[config.mk]
export PLATFORM = sky130hd
export DESIGN_NAME = pin_function_select
export DESIGN_NICKNAME = d
export VERILOG_FILES = /design/src/hw/pinsel_pkg.sv /design/src/hw/sync2.sv /design/src/hw/pin_function_select.sv
export SDC_FILE = /design/constraint.sdc
export NUM_CORES = 1
export LEC_CHECK = 0
export BUFFER_PORTS_ARGS = -buffer_cell sky130_fd_sc_hd__buf_2
export CAP_MARGIN = 10
export CORE_MARGIN = 2
export CORE_UTILIZATION = 35
export DETAILED_ROUTE_END_ITERATION = 7
export GPL_TIMING_DRIVEN = 0
export SYNTH_ARGS = -nofsm -noshare
export SYNTH_HDL_FRONTEND = slang
export SYNTH_SLANG_ARGS = --single-unit
export TNS_END_PERCENT = 10
[constraint.sdc]
create_clock -name CLK_SYS -period 1.6 [get_ports CLK_SYS]
set_input_delay 0.16 -clock CLK_SYS [delete_from_list [all_inputs] [get_ports CLK_SYS]]
set_output_delay 0.16 -clock CLK_SYS [all_outputs]
set_load 0.02 [all_outputs]
[src/hw/pinsel_pkg.sv]
// Constants, register map and types for the pin function select block
package pinsel_pkg;

	// ----------------------------------------------------------------
	// Bus geometry
	// ----------------------------------------------------------------
	localparam int PADDR_W = 8; // APB address width
	localparam int PDATA_W = 32; // APB data width
	localparam int REG_W = 8; // Width of each control register

	// ----------------------------------------------------------------
	// Register indices (byte address is four times the index)
	// ----------------------------------------------------------------
	localparam logic [7:0] IDX_CFG0 = 8'h00; // io_config_0
	localparam logic [7:0] IDX_CFG1 = 8'h01; // io_config_1
	localparam logic [7:0] IDX_CFG2 = 8'h02; // io_config_2
	localparam logic [7:0] IDX_CFG3 = 8'h03; // io_config_3
	localparam logic [7:0] IDX_WSEL = 8'h04; // window_select
	localparam logic [7:0] IDX_STAT = 8'h05; // Takeover status, read only
	localparam logic [7:0] IDX_PORT1 = 8'h0F; // Port 1 latch, page 0
	localparam logic [7:0] IDX_PORT2 = 8'h10; // Port 2 latch, page 0

	// ----------------------------------------------------------------
	// Field positions
	// ----------------------------------------------------------------
	localparam int B_FEI1_EN = 2; // io_config_0: pin 25 event input
	localparam int B_FEI2_EN = 4; // io_config_0: pin 26 event input
	localparam int B_FEI3_EN = 6; // io_config_0: pin 27 event input
	localparam int B_C2CLK_EN = 7; // io_config_0: counter 2 ext clock
	localparam int B_TOUT4_EN = 4; // io_config_1: pin 26 timed output
	localparam int B_TOUT5_EN = 6; // io_config_1: pin 27 timed output
	localparam int B_C2DIR_EN = 1; // io_config_2: pin 33 direction input
	localparam int B_C2CLK_INH = 0; // io_config_3: ext clock inhibit
	localparam int B_TAKEOVER = 7; // window_select: takeover pins
	localparam int B_P1_LO = 5; // Lowest port 1 bit on these pins
	localparam int B_P2_B6 = 6; // Port 2 bit on pin 33

	// ----------------------------------------------------------------
	// Reset values
	// ----------------------------------------------------------------
	localparam logic [7:0] RST_CFG = 8'h00; // Config registers
	localparam logic [7:0] RST_PORT = 8'hFF; // Quasi port latches float high

	// ----------------------------------------------------------------
	// Synchroniser lanes
	// ----------------------------------------------------------------
	localparam int N_SYNC = 7; // Pins sampled from outside
	localparam int S_P25 = 0;
	localparam int S_P26 = 1;
	localparam int S_P27 = 2;
	localparam int S_P30 = 3;
	localparam int S_P31 = 4;
	localparam int S_P32 = 5;
	localparam int S_P33 = 6;

	// Takeover handshake states
	typedef enum logic [1:0] {
		TK_IDLE,
		TK_RELEASE,
		TK_GRANTED
	} takeover_t;

endpackage

[src/hw/sync2.sv]
// Two flip-flop synchroniser for a bundle of pin levels
`timescale 1ns/1ps
`default_nettype none
module sync2 #(
	parameter int WIDTH = 1 // Number of lanes
) (
	// Clock and reset
	input wire logic clk,
	input wire logic srst,
	// Levels in and out
	input wire logic [WIDTH-1:0] d,
	output logic [WIDTH-1:0] q
);
	logic [WIDTH-1:0] meta; // First stage, read only by the second

	// Two stages; reset parks both low
	always_ff @(posedge clk) begin
		if (srst) begin
			meta <= '0;
			q <= '0;
		end else begin
			meta <= d;
			q <= meta;
		end
	end
endmodule // sync2
`default_nettype wire

[src/hw/pin_function_select.sv]
// Pin 25..33 function select and bus takeover handshake
//
// Summary of operation
// io_config_0 bit 2 routes pin 25 events
// Pin 25 clocks counter 2 when enabled
// io_config_1 bit 4 drives timed output 4
// Pin 26 output and input work together
// io_config_0 bit 4 routes pin 26 events
// io_config_1 bit 6 drives timed output 5
// io_config_0 bit 6 routes pin 27 events
// Pins 28, 29 always timed outputs 0, 1
// window_select bit 7 picks takeover pins
// Port 1 bits quasi, at index 0Fh
// Port 2 bit 6 quasi, at index 10h
// Bus request follows pending external cycles
// Bus request only after grant asserted
// Bus request holds until request released
// Release bus, then assert the grant
// Far master asserts takeover request low
// Direction one counts down, zero up
// Direction pin used only when enabled
// Far master waits for grant, holds request
//
// The address map and the APB register port were chosen for this implementation.
`timescale 1ns/1ps
`default_nettype none
module pin_function_select
	import pinsel_pkg::*;
(
	// Clock and reset
	input wire logic CLK_SYS,
	input wire logic SRST,
	// APB slave
	input wire logic PSEL,
	input wire logic PENABLE,
	input wire logic PWRITE,
	input wire logic [PADDR_W-1:0] PADDR,
	input wire logic [PDATA_W-1:0] PWDATA,
	output logic [PDATA_W-1:0] PRDATA,
	output logic PREADY,
	output logic PSLVERR,
	// Pins 25 to 27
	input wire logic PIN25_IN,
	input wire logic PIN26_IN,
	output logic PIN26_OUT,
	output logic PIN26_OE,
	input wire logic PIN27_IN,
	output logic PIN27_OUT,
	output logic PIN27_OE,
	// Pins 28 and 29, dedicated outputs
	output logic PIN28_OUT,
	output logic PIN29_OUT,
	// Pins 30 to 33
	input wire logic PIN30_IN,
	output logic PIN30_OUT,
	output logic PIN30_OE,
	input wire logic PIN31_IN,
	output logic PIN31_OUT,
	output logic PIN31_OE,
	input wire logic PIN32_IN,
	output logic PIN32_OUT,
	output logic PIN32_OE,
	input wire logic PIN33_IN,
	output logic PIN33_OUT,
	output logic PIN33_OE,
	// Timed output unit channels
	input wire logic TIMED_OUTPUT_CH0,
	input wire logic TIMED_OUTPUT_CH1,
	input wire logic TIMED_OUTPUT_CH4,
	input wire logic TIMED_OUTPUT_CH5,
	// Fast event input unit channels
	output logic FAST_EVENT_INPUT_CH1,
	output logic FAST_EVENT_INPUT_CH2,
	output logic FAST_EVENT_INPUT_CH3,
	output logic FAST_EVENT_INPUT_EN1,
	output logic FAST_EVENT_INPUT_EN2,
	output logic FAST_EVENT_INPUT_EN3,
	// Counter 2
	output logic COUNTER2_EXT_CLOCK,
	output logic COUNTER2_EXT_CLOCK_EN,
	output logic COUNTER2_DOWN,
	// Internal bus controller
	input wire logic MEM_CYCLE_PENDING,
	input wire logic BUS_IDLE,
	output logic BUS_RELEASE
);

	// ----------------------------------------------------------------
	// Storage
	// ----------------------------------------------------------------
	logic [REG_W-1:0] io_config_0; // Event inputs, ext clock
	logic [REG_W-1:0] io_config_1; // Timed output enables
	logic [REG_W-1:0] io_config_2; // Direction input enable
	logic [REG_W-1:0] io_config_3; // Ext clock inhibit
	logic [REG_W-1:0] window_select; // Takeover select in bit 7
	logic [REG_W-1:0] port_one; // Port 1 output latch
	logic [REG_W-1:0] port_two; // Port 2 output latch
	logic [N_SYNC-1:0] pin_raw; // Pin levels before sync
	logic [N_SYNC-1:0] pin_s; // Synchronised pin levels
	takeover_t tk_state; // Takeover handshake state
	takeover_t next_tk_state; // Its next value
	logic grant; // Takeover grant, active high
	logic bus_req; // Bus request, active high
	logic hold_req; // Takeover request seen, active high
	logic takeover_mode; // Pins 30..32 in takeover use
	logic wr_en; // APB write strobe
	logic rd_setup; // APB read in its setup cycle
	logic hit; // Address decodes to a register
	logic [REG_W-1:0] rd_val; // Decoded read value
	logic [PADDR_W-1:0] byte_addr; // Incoming address

	// ----------------------------------------------------------------
	// Pin input synchronisers
	// ----------------------------------------------------------------
	assign pin_raw = {PIN33_IN, PIN32_IN, PIN31_IN, PIN30_IN,
		PIN27_IN, PIN26_IN, PIN25_IN};

	sync2 #(
		.WIDTH(N_SYNC)
	) u_sync (
		.clk(CLK_SYS),
		.srst(SRST),
		.d(pin_raw),
		.q(pin_s)
	);

	// ----------------------------------------------------------------
	// APB slave
	// ----------------------------------------------------------------
	assign byte_addr = PADDR;
	assign wr_en = PSEL & PENABLE & PWRITE & hit;
	assign rd_setup = PSEL & ~PENABLE & ~PWRITE;
	// Zero wait states; read data is staged in setup
	assign PREADY = 1'b1;
	// Unmapped access flags an error in the access cycle
	assign PSLVERR = PSEL & PENABLE & ~hit;
	assign takeover_mode = window_select[B_TAKEOVER];

	// Address decode and read mux
	always_comb begin
		hit = 1'b1;
		rd_val = '0;
		unique case (byte_addr)
			8'(IDX_CFG0 * 4): rd_val = io_config_0;
			8'(IDX_CFG1 * 4): rd_val = io_config_1;
			8'(IDX_CFG2 * 4): rd_val = io_config_2;
			8'(IDX_CFG3 * 4): rd_val = io_config_3;
			8'(IDX_WSEL * 4): rd_val = window_select;
			8'(IDX_STAT * 4): rd_val = {4'h0, BUS_RELEASE, hold_req, bus_req, grant}; // Handshake state
			8'(IDX_PORT1 * 4): begin
				// Quasi pins read back their level
				rd_val = port_one;
				if (!takeover_mode) begin
					rd_val[7:B_P1_LO] = pin_s[S_P32:S_P30];
				end
			end
			8'(IDX_PORT2 * 4): begin
				// Pin 33 level when in port use
				rd_val = port_two;
				if (!io_config_2[B_C2DIR_EN]) begin
					rd_val[B_P2_B6] = pin_s[S_P33];
				end
			end
			default: hit = 1'b0;
		endcase
	end

	// Read data staged in setup, valid during access
	always_ff @(posedge CLK_SYS) begin
		if (SRST) begin
			PRDATA <= '0;
		end else if (rd_setup) begin
			PRDATA <= {24'h000000, rd_val};
		end
	end

	// Configuration register writes
	always_ff @(posedge CLK_SYS) begin
		if (SRST) begin
			io_config_0 <= RST_CFG;
			io_config_1 <= RST_CFG;
			io_config_2 <= RST_CFG;
			io_config_3 <= RST_CFG;
			window_select <= RST_CFG;
		end else if (wr_en) begin
			unique case (byte_addr)
				8'(IDX_CFG0 * 4): io_config_0 <= PWDATA[REG_W-1:0];
				8'(IDX_CFG1 * 4): io_config_1 <= PWDATA[REG_W-1:0];
				8'(IDX_CFG2 * 4): io_config_2 <= PWDATA[REG_W-1:0];
				8'(IDX_CFG3 * 4): io_config_3 <= PWDATA[REG_W-1:0];
				8'(IDX_WSEL * 4): window_select <= PWDATA[REG_W-1:0];
				default: ; // Ports handled elsewhere, status writes ignored
			endcase
		end
	end

	// Port latches at page 0 locations
	always_ff @(posedge CLK_SYS) begin
		if (SRST) begin
			port_one <= RST_PORT;
			port_two <= RST_PORT;
		end else if (wr_en) begin
			if (byte_addr == 8'(IDX_PORT1 * 4)) begin
				port_one <= PWDATA[REG_W-1:0];
			end
			if (byte_addr == 8'(IDX_PORT2 * 4)) begin
				port_two <= PWDATA[REG_W-1:0];
			end
		end
	end

	// ----------------------------------------------------------------
	// Event inputs and counter 2
	// ----------------------------------------------------------------
	// Event channel routing and counter 2 controls
	always_ff @(posedge CLK_SYS) begin
		if (SRST) begin
			FAST_EVENT_INPUT_EN1 <= 1'b0;
			FAST_EVENT_INPUT_EN2 <= 1'b0;
			FAST_EVENT_INPUT_EN3 <= 1'b0;
			FAST_EVENT_INPUT_CH1 <= 1'b0;
			FAST_EVENT_INPUT_CH2 <= 1'b0;
			FAST_EVENT_INPUT_CH3 <= 1'b0;
			COUNTER2_EXT_CLOCK_EN <= 1'b0;
			COUNTER2_EXT_CLOCK <= 1'b0;
			COUNTER2_DOWN <= 1'b0;
		end else begin
			// Pin 25 event channel 1
			FAST_EVENT_INPUT_EN1 <= io_config_0[B_FEI1_EN];
			FAST_EVENT_INPUT_CH1 <= pin_s[S_P25];
			// Pin 26 sampled at the pad, so it sees its own output
			FAST_EVENT_INPUT_EN2 <= io_config_0[B_FEI2_EN];
			FAST_EVENT_INPUT_CH2 <= pin_s[S_P26];
			// Pin 27 event channel 3, monitors output 5
			FAST_EVENT_INPUT_EN3 <= io_config_0[B_FEI3_EN];
			FAST_EVENT_INPUT_CH3 <= pin_s[S_P27];
			// External clock only with enable set and inhibit clear
			COUNTER2_EXT_CLOCK_EN <= io_config_0[B_C2CLK_EN] & ~io_config_3[B_C2CLK_INH];
			COUNTER2_EXT_CLOCK <= pin_s[S_P25];
			// Direction pin counts down on one, up otherwise
			COUNTER2_DOWN <= io_config_2[B_C2DIR_EN] & pin_s[S_P33];
		end
	end

	// ----------------------------------------------------------------
	// Bus takeover handshake
	// ----------------------------------------------------------------
	// Request pin is active low and only counts in takeover use
	assign hold_req = takeover_mode & ~pin_s[S_P32];
	// Ask the bus controller to finish and float the bus
	assign BUS_RELEASE = (tk_state != TK_IDLE);

	// Next handshake state
	always_comb begin
		next_tk_state = tk_state;
		unique case (tk_state)
			TK_IDLE: begin
				// Request seen
				if (hold_req) begin
					next_tk_state = TK_RELEASE;
				end
			end
			TK_RELEASE: begin
				// Grant only once the bus is let go
				if (!hold_req) begin
					next_tk_state = TK_IDLE;
				end else if (BUS_IDLE) begin
					next_tk_state = TK_GRANTED;
				end
			end
			TK_GRANTED: begin
				// Far master keeps request while using the bus
				if (!hold_req) begin
					next_tk_state = TK_IDLE;
				end
			end
		endcase
	end

	// Handshake state register
	always_ff @(posedge CLK_SYS) begin
		if (SRST) begin
			tk_state <= TK_IDLE;
		end else begin
			tk_state <= next_tk_state;
		end
	end

	// Grant and bus request flags
	always_ff @(posedge CLK_SYS) begin
		if (SRST) begin
			grant <= 1'b0;
			bus_req <= 1'b0;
		end else begin
			// Grant follows the bus release
			grant <= (next_tk_state == TK_GRANTED);
			// Request only once grant is already out, kept until request drops
			bus_req <= grant & (next_tk_state == TK_GRANTED) & (bus_req | MEM_CYCLE_PENDING);
		end
	end

	// ----------------------------------------------------------------
	// Pin drivers
	// ----------------------------------------------------------------
	// Output levels and enables, all registered
	always_ff @(posedge CLK_SYS) begin
		if (SRST) begin
			PIN26_OUT <= 1'b0;
			PIN26_OE <= 1'b0;
			PIN27_OUT <= 1'b0;
			PIN27_OE <= 1'b0;
			PIN28_OUT <= 1'b0;
			PIN29_OUT <= 1'b0;
			PIN30_OUT <= 1'b0;
			PIN30_OE <= 1'b0;
			PIN31_OUT <= 1'b0;
			PIN31_OE <= 1'b0;
			PIN32_OUT <= 1'b0;
			PIN32_OE <= 1'b0;
			PIN33_OUT <= 1'b0;
			PIN33_OE <= 1'b0;
		end else begin
			// Timed outputs 4 and 5 when enabled
			PIN26_OUT <= TIMED_OUTPUT_CH4;
			PIN26_OE <= io_config_1[B_TOUT4_EN];
			PIN27_OUT <= TIMED_OUTPUT_CH5;
			PIN27_OE <= io_config_1[B_TOUT5_EN];
			// Dedicated timed outputs 0 and 1
			PIN28_OUT <= TIMED_OUTPUT_CH0;
			PIN29_OUT <= TIMED_OUTPUT_CH1;
			// Quasi pins pull low only for a zero latch bit
			PIN32_OUT <= 1'b0;
			PIN33_OUT <= 1'b0;
			PIN33_OE <= ~io_config_2[B_C2DIR_EN] & ~port_two[B_P2_B6];
			if (takeover_mode) begin
				// Active low request and grant, request pin an input
				PIN30_OUT <= ~bus_req;
				PIN30_OE <= 1'b1;
				PIN31_OUT <= ~grant;
				PIN31_OE <= 1'b1;
				PIN32_OE <= 1'b0;
			end else begin
				// Port 1 bits 5 to 7
				PIN30_OUT <= 1'b0;
				PIN30_OE <= ~port_one[B_P1_LO];
				PIN31_OUT <= 1'b0;
				PIN31_OE <= ~port_one[B_P1_LO + 1];
				PIN32_OE <= ~port_one[B_P1_LO + 2];
			end
		end
	end
endmodule // pin_function_select
`default_nettype wire

==> results of run 1 <==
[routing by layer]
metal / GRT usage, % / vias up / routed length, um
li1: - / 1733 / -
met1: 23.0 / 1662 / 5110
met2: 28.5 / 126 / 5310
met3: 2.88 / 21 / 731
met4: 7.78 / 0 / 293
met5: 0 / - / 0
[worst max-delay path, cell delays in order]
cell	delay (ns)
buf_2	0.13
buf_2	0.20
nor4b_4	0.59
nand3_2	0.42
mux2i_1	0.27
nor2_1	0.05
[kinds of logic after synthesis]
family,Yosys count
AO/OA/AOI/OAI,68
adder cells (fa/ha/maj),3
buffers and inverters,58
flip-flops,102
multiplexers,47
other,2
AND/OR/NAND/NOR,180
[registers in the layout, indices dropped and copies added, names as in the netlist, 8 cells and up]
name / cells
io_config_3: 8
io_config_2: 8
port_one: 8
PRDATA: 8
io_config_0: 8
io_config_1: 8
window_select: 8
port_two: 8
[layout by cell type, fill, tap and decap left out, types with 3 or more instances in the layout]
| cell | count |
|---|---|
| inv_1 | 4 |
| a221oi_1 | 3 |
| clkbuf_1 | 13 |
| o21ai_0 | 16 |
| dfxtp_1 | 99 |
| a32oi_1 | 5 |
| nor2b_1 | 37 |
| mux4_2 | 3 |
| nand2_1 | 43 |
| clkbuf_16 | 9 |
| nor2_1 | 44 |
| and3_1 | 4 |
| mux2i_1 | 35 |
| buf_4 | 32 |
| a21oi_1 | 20 |
| and2_4 | 3 |
| conb_1 | 27 |
| mux2_2 | 9 |
| dfxtp_2 | 3 |
| a211o_1 | 8 |
| nor3_1 | 3 |
| buf_2 | 66 |
| nand3b_1 | 10 |
| nand3_1 | 12 |
[cell type report]
type	instances	area (um^2)
buffer	52	334
clock buffer	10	239
clock inverter	5	42.5
fill	1210	6750
inverter	5	18.8
multi-input combinational	325	2150
sequential	102	2050
tap	168	210
timing repair buffer	63	318
[worst max-delay path by stage]
| stage | startpoint | to |
|---|---|---|
| final | PADDR[5] | window_select[6] |
| after CTS | PADDR[6] | PSLVERR |
| after global placement | PADDR[5] | window_select[5] |
| after detailed placement | PADDR[5] | window_select[6] |
| after global routing | PADDR[3] | io_config_0[6] |
| after floorplan | window_select[7] | bus_req |
[power groups by stage]
stage | clock [uW] | combinational [uW] | sequential, uW
6_report | 2090 | 397 | 2570
5_1_grt | 2220 | 428 | 2570
4_1_cts | 2130 | 388 | 2570
3_5_place_dp | 0 | 380 | 2630
3_3_place_gp | 0 | 379 | 2630
2_1_floorplan | 0 | 235 | 2630
[metrics by stage]
stage	setup slack, ns	hold slack (ns)
6_report	-0.0174	0.0177
5_1_grt	-0.105	0.0154
4_1_cts	-0.0833	0.0134
3_5_place_dp	-0.619	0.374
3_3_place_gp	-0.617	0.367
2_1_floorplan	0.00122	0.245
[timing repair]
action,in CTS,in global routing
setup endpoints to repair,32,58
pin swaps,0,3
hold buffers,0,0
endpoints found under the hold margin,0,0
resized for setup,11,13
buffers inserted,0,1
==> results.md, run 1 <==
- Post-synthesis mux area share: 11.9%
- CTS tree: yes
- Final WL: 11.4 mm
- Post-Synthesis Cell Area: 4370 um^2
- Max Cap Viol: 0
- Crit path required time: 1.81 ns
- Final Util: 44.3%
- Port bufs: 62
- Drt initial violations: 229
- Unrepaired setup endpoints after global routing: true
- Clock latency on the worst-skew pair: 0.35 ns
- GPL Wtd Cong: 0.909
- GRT Residual Overflow: 0
- Compound-cell area share of the yosys netlist: 10.2%
- Clk_skew: 0.00868 ns
- Int Pwr: 3810 uW
- Synth Area in Adders: 0.859%
- Post-detail-place hpwl: 8.52 mm
- Top_reg_cell synth: dfxtp_1
- CP Capture Type: flop
- Number of H-tree levels: 3
- Final Cell Area: 5360 um^2
- 1st-pass router iterations: 5
- Hold Fails Final Rpt: 0
- P_leak: 0.00236 uW
- Clock Sinks: 102
- Endpoints failing setup: 4
- Starting density of the core: 36.1%
- Post-route DRC violation count: 0
- Clock power share: 41.3%
- Pwr per Cell Area: 942 nW/um^2
- Combinational share of power: 7.9%
- Root buf cell: clkbuf_16
- Status: finished with violations
- Source of the worst register-to-register timing path: tk_state[1]
- Largest family of logic cells by synthesized area: simple AND/OR/NAND/NOR gates
- Switch Pwr: 1240 uW
- CP Launch Type: primary input
- Fin. max-slew vios: 0
- Final period utilization: 101%
- Synth Area per Inst: 9.50 um^2
- Initial antenna violation count: 0
- Critical path class: primary input to flop
- WL per Instance: 15.7 um
- Post-Synth Simple-Gate Area: 22.2%
- Synth async-reset ratio: 0%
- Via density: 4.85
- IO Pins: 116
- Critical hold path startpoint: TIMED_OUTPUT_CH1
- Overall global routing resource usage: 17.5%
- Peak supply drop: 0.455 mV
- Count leader, synth: dfxtp_1
- Switch share: 24.6%
- Failing checks: setup timing
- FF+latch count, synth: 102
- TritonCTS buffer count: 9
- Core footprint: 12100 um^2
- Flop pwr share: 50.8%
- Hold Path Depth: 2
- Vias in the first global route: 3330
- Ys Warns: 0
- Synth top area share: 46.7%
- Antenna cells: 0
- Die Height: 116 um
- Row cnt: 40
- Setup slack after layout: -0.0174 ns
- Synth Area in XOR/XNOR: 0%
- Reg clk slew, reported paths: 0.07 ns
- Flop2flop setup slack: 0.01 ns
- Synth-to-Final Area Change: 22.7%
- Die area: 13400 um^2
- Synth cell types: 52
- Dpl cells: 715
- Width of the die: 116 um
- Arr. time, crit path: 1.83 ns
- Vias: 3542
- Nets: 619
- Fmax: 0.618 GHz
- Max clock buf depth: 2
- Ratio of cells with drive above 1 in the final layout: 27.2%
- Post-synth top area cell: dfxtp_1
- HP Class: primary input to flop
- First-pass GRT wire length: 17.7 mm
- Slew HR: 58.4%
- Post-Syn Instances: 460
- Post-synth EDFFs: 0
- Ranking of synthesized cells by area: dfxtp_1, mux2i_1, nor2b_1
- Sequential area share after synthesis: 46.7%
- Crit Reg-Reg Endpoint: bus_req
- Antenna-violating nets left: 0
- Layout Cells excl Fill: 730
- Tightest Pin Transition: 0.624 ns
- Worst-path fanout max: 10
- Tmin final: 1.62 ns
- Synth top cells by count: dfxtp_1, nor2_1, nand2_1, nor2b_1, mux2i_1
- Hold Path End: PIN29_OUT
- R2R depth: 7
- Total negative setup slack: -0.0395 ns
- Post-DP Area: 4980 um^2
- Power, Total: 5050 uW
- Pin count of the biggest net entering global routing: 18
Note: power is estimated with default switching activity, not from simulation.
==> run 2: changes to the inputs <==
--- a/config.mk
+++ b/config.mk
@@ -5,11 +5,11 @@
 export SDC_FILE = /design/constraint.sdc
 export NUM_CORES = 1
 export LEC_CHECK = 0
-export BUFFER_PORTS_ARGS = -buffer_cell sky130_fd_sc_hd__buf_2
 export CAP_MARGIN = 10
 export CORE_MARGIN = 2
 export CORE_UTILIZATION = 35
 export DETAILED_ROUTE_END_ITERATION = 7
+export DONT_BUFFER_PORTS = 1
 export GPL_TIMING_DRIVEN = 0
 export SYNTH_ARGS = -nofsm -noshare
 export SYNTH_HDL_FRONTEND = slang
==> run 2 against run 1 <==
The run now ends clean. Combinational power is 8.3% lower. First-iteration DRC count down 15%. Critical path type is now flop to flop. Total power grew 0.91%. Largest cell class unchanged. Count of clock-buffer cells in the layout shrank 1.
==> results.md, run 2 (same netlist as run 1, synthesis figures left out) <==
- Number of H-tree levels: 3 (unchanged)
- Clk_skew: 0.00816 ns (was 0.00868 ns)
- Slew HR: 57.4% (was 58.4%)
- Clock Sinks: 102 (unchanged)
- HP Class: primary input to flop (unchanged)
- Unrepaired setup endpoints after global routing: true (unchanged)
- R2R depth: 7 (unchanged)
- GPL Wtd Cong: 0.891 (was 0.909)
- Max clock buf depth: 2 (unchanged)
- IO Pins: 116 (unchanged)
- Pin count of the biggest net entering global routing: 20 (was 18)
- Tmin final: 1.59 ns (was 1.62 ns)
- TritonCTS buffer count: 9 (unchanged)
- CP Launch Type: flop (was primary input)
- Antenna-violating nets left: 0 (unchanged)
- Crit path capture: bus_req (was window_select[6])
- P_leak: 0.00217 uW (was 0.00236 uW)
- Post-route DRC violation count: 0 (unchanged)
- Source of the worst register-to-register timing path: tk_state[0] (was tk_state[1])
- Width of the die: 116 um (unchanged)
- Vias in the first global route: 3274 (was 3330)
- Final period utilization: 99.4% (was 101%)
- Status: finished, final reports clean (was finished with violations)
- Row cnt: 40 (unchanged)
- Slowest CP cell: dfxtp_2 (was nor4b_4)
- Max Cap Viol: 0 (unchanged)
- Fmax: 0.629 GHz (was 0.618 GHz)
- Via density: 4.91 (was 4.85)
- Layout Cells excl Fill: 691 (was 730)
- First-pass GRT wire length: 18.1 mm (was 17.7 mm)
- Worst-path fanout max: 6 (was 10)
- Crit path required time: 1.90 ns (was 1.81 ns)
- Vias: 3390 (was 3542)
- WL per Instance: 17.2 um (was 15.7 um)
- Nets: 579 (was 619)
- Starting density of the core: 36.1% (unchanged)
- Tightest Pin Transition: 0.640 ns (was 0.624 ns)
- Overall global routing resource usage: 18.0% (was 17.5%)
- Post-detail-place hpwl: 8.51 mm (was 8.52 mm)
- Port bufs: 0 (was 62)
- Arr. time, crit path: 1.89 ns (was 1.83 ns)
- Flop2flop setup slack: 0.009 ns (was 0.01 ns)
- CP Capture Type: flop (unchanged)
- Peak supply drop: 0.639 mV (was 0.455 mV)
- Synth-to-Final Area Change: 21.0% (was 22.7%)
- Antenna cells: 0 (unchanged)
- Die area: 13400 um^2 (unchanged)
- Root buf cell: clkbuf_16 (unchanged)
- Critical path, cell by cell: inv_2 > ha_4 > o21ai_2 > mux2_4 > nor3_4 > and2_4 > o211a_1 (was buf_2 > buf_2 > nor4b_4 > nand3_2 > mux2i_1 > nor2_1)
- Clock latency on the worst-skew pair: 0.35 ns (about the same)
- Drt initial violations: 194 (was 229)
- Fin Hold WS: 0.130 ns (was 0.0177 ns)
- Ratio of cells with drive above 1 in the final layout: 18.4% (was 27.2%)
- Power, Total: 5100 uW (was 5050 uW)
- Endpoints failing setup: 0 (was 4)
- Dpl cells: 653 (was 715)
- CP top delay family: simple AND/OR/NAND/NOR gates (unchanged)
- Die Height: 116 um (unchanged)
- CTS tree: yes (unchanged)
- Commonest non-fill, non-tap cell in the layout: dfxtp_1 (unchanged)
- Final WL: 11.9 mm (was 11.4 mm)
- Worst stage delay on the critical path: 0.35 ns (was 0.59 ns)
- Pwr per Cell Area: 964 nW/um^2 (was 942 nW/um^2)
- Core footprint: 12100 um^2 (unchanged)
- Bufs and invs on worst path: 1 (was 2)
- Hold Fails Final Rpt: 0 (unchanged)
- Number of gates on the worst path with buffers counted: 7 (was 6)
- Initial antenna violation count: 2 (was 0)
- Reg clk slew, reported paths: 0.07 ns (about the same)
- Critical path class: flop to flop (was primary input to flop)
- CP Launch Point: tk_state[0] (was PADDR[5])
- GRT Residual Overflow: 0 (unchanged)
- 1st-pass router iterations: 4 (was 5)
- Crit Reg-Reg Endpoint: bus_req (unchanged)
- Commonest cells after routing, fill and taps aside: dfxtp_1, nor2_1, nand2_1 (was dfxtp_1, buf_2, nor2_1)
- Fin. max-slew vios: 0 (unchanged)
[run 2: metrics by stage]
| step | setup slack (ns) | instance area [um^2] | setup TNS, ns | util [%] |
|---|---|---|---|---|
| floorplan | 0.00122 | 4460 | 0 | - |
| global placement | -0.465 | 4670 | -19.39 | 38.6 |
| detailed placement | -0.533 | 4670 | -20.97 | 38.6 |
| CTS | -0.0110 | 5230 | -0.0110 | 43.2 |
| global route | -0.0682 | 5290 | -0.0915 | 43.7 |
| finish | 0.00914 | 5290 | 0 | 43.7 |
[run 2: timing repair]
action | in CTS | in global routing
setup endpoints to repair | 33 | 35
pin swaps | 0 | 2
buffers inserted | 0 | 2
gates cloned | 0 | 0
hold endpoints to repair | 70 | 0
hold buffers | 21 | 0
gates resized for setup | 15 | 10
[run 2: cell type report]
type / instances / area, um^2
plain buffers: 52 / 330
clock buffers: 9 / 225
clock inverters: 7 / 67.6
fillers: 1214 / 6820
inverters: 5 / 18.8
multi-input cells: 325 / 2160
flip-flops and latches: 102 / 2050
well taps: 168 / 210
repair buffers: 23 / 225
[run 2: how the worst min path moves through the flow]
stage / start / slack [ns] / depth (start not counted) / endpoint
2_1_floorplan: SRST / 0.24 / 1 / tk_state[1]
3_3_place_gp: SRST / 0.25 / 1 / tk_state[1]
3_5_place_dp: SRST / 0.26 / 1 / tk_state[1]
5_1_grt: BUS_IDLE / 0.15 / 2 / tk_state[1]
4_1_cts: BUS_IDLE / 0.11 / 3 / grant
6_report: PADDR[0] / 0.13 / 3 / PRDATA[2]
[run 2: report_power, final]
group	switching [uW]	internal [uW]
Sequential	16.8	2560
Combinational	221	143
Clock	1060	1090
[run 2: tightest hold or removal path, delay by kind of cell]
family,cells,cell delay (ns)
compound gates,2,0.21
simple gates,1,0.06
[run 2: metal layers]
| metal | vias up | share of wire [%] | GRT usage [%] |
|---|---|---|---|
| met5 | - | 0.20 | 0 |
| met2 | 115 | 45 | 28.4 |
| li1 | 1644 | - | - |
| met3 | 27 | 9.0 | 6.54 |
| met1 | 1600 | 42 | 22.4 |
| met4 | 4 | 3.2 | 7.46 |
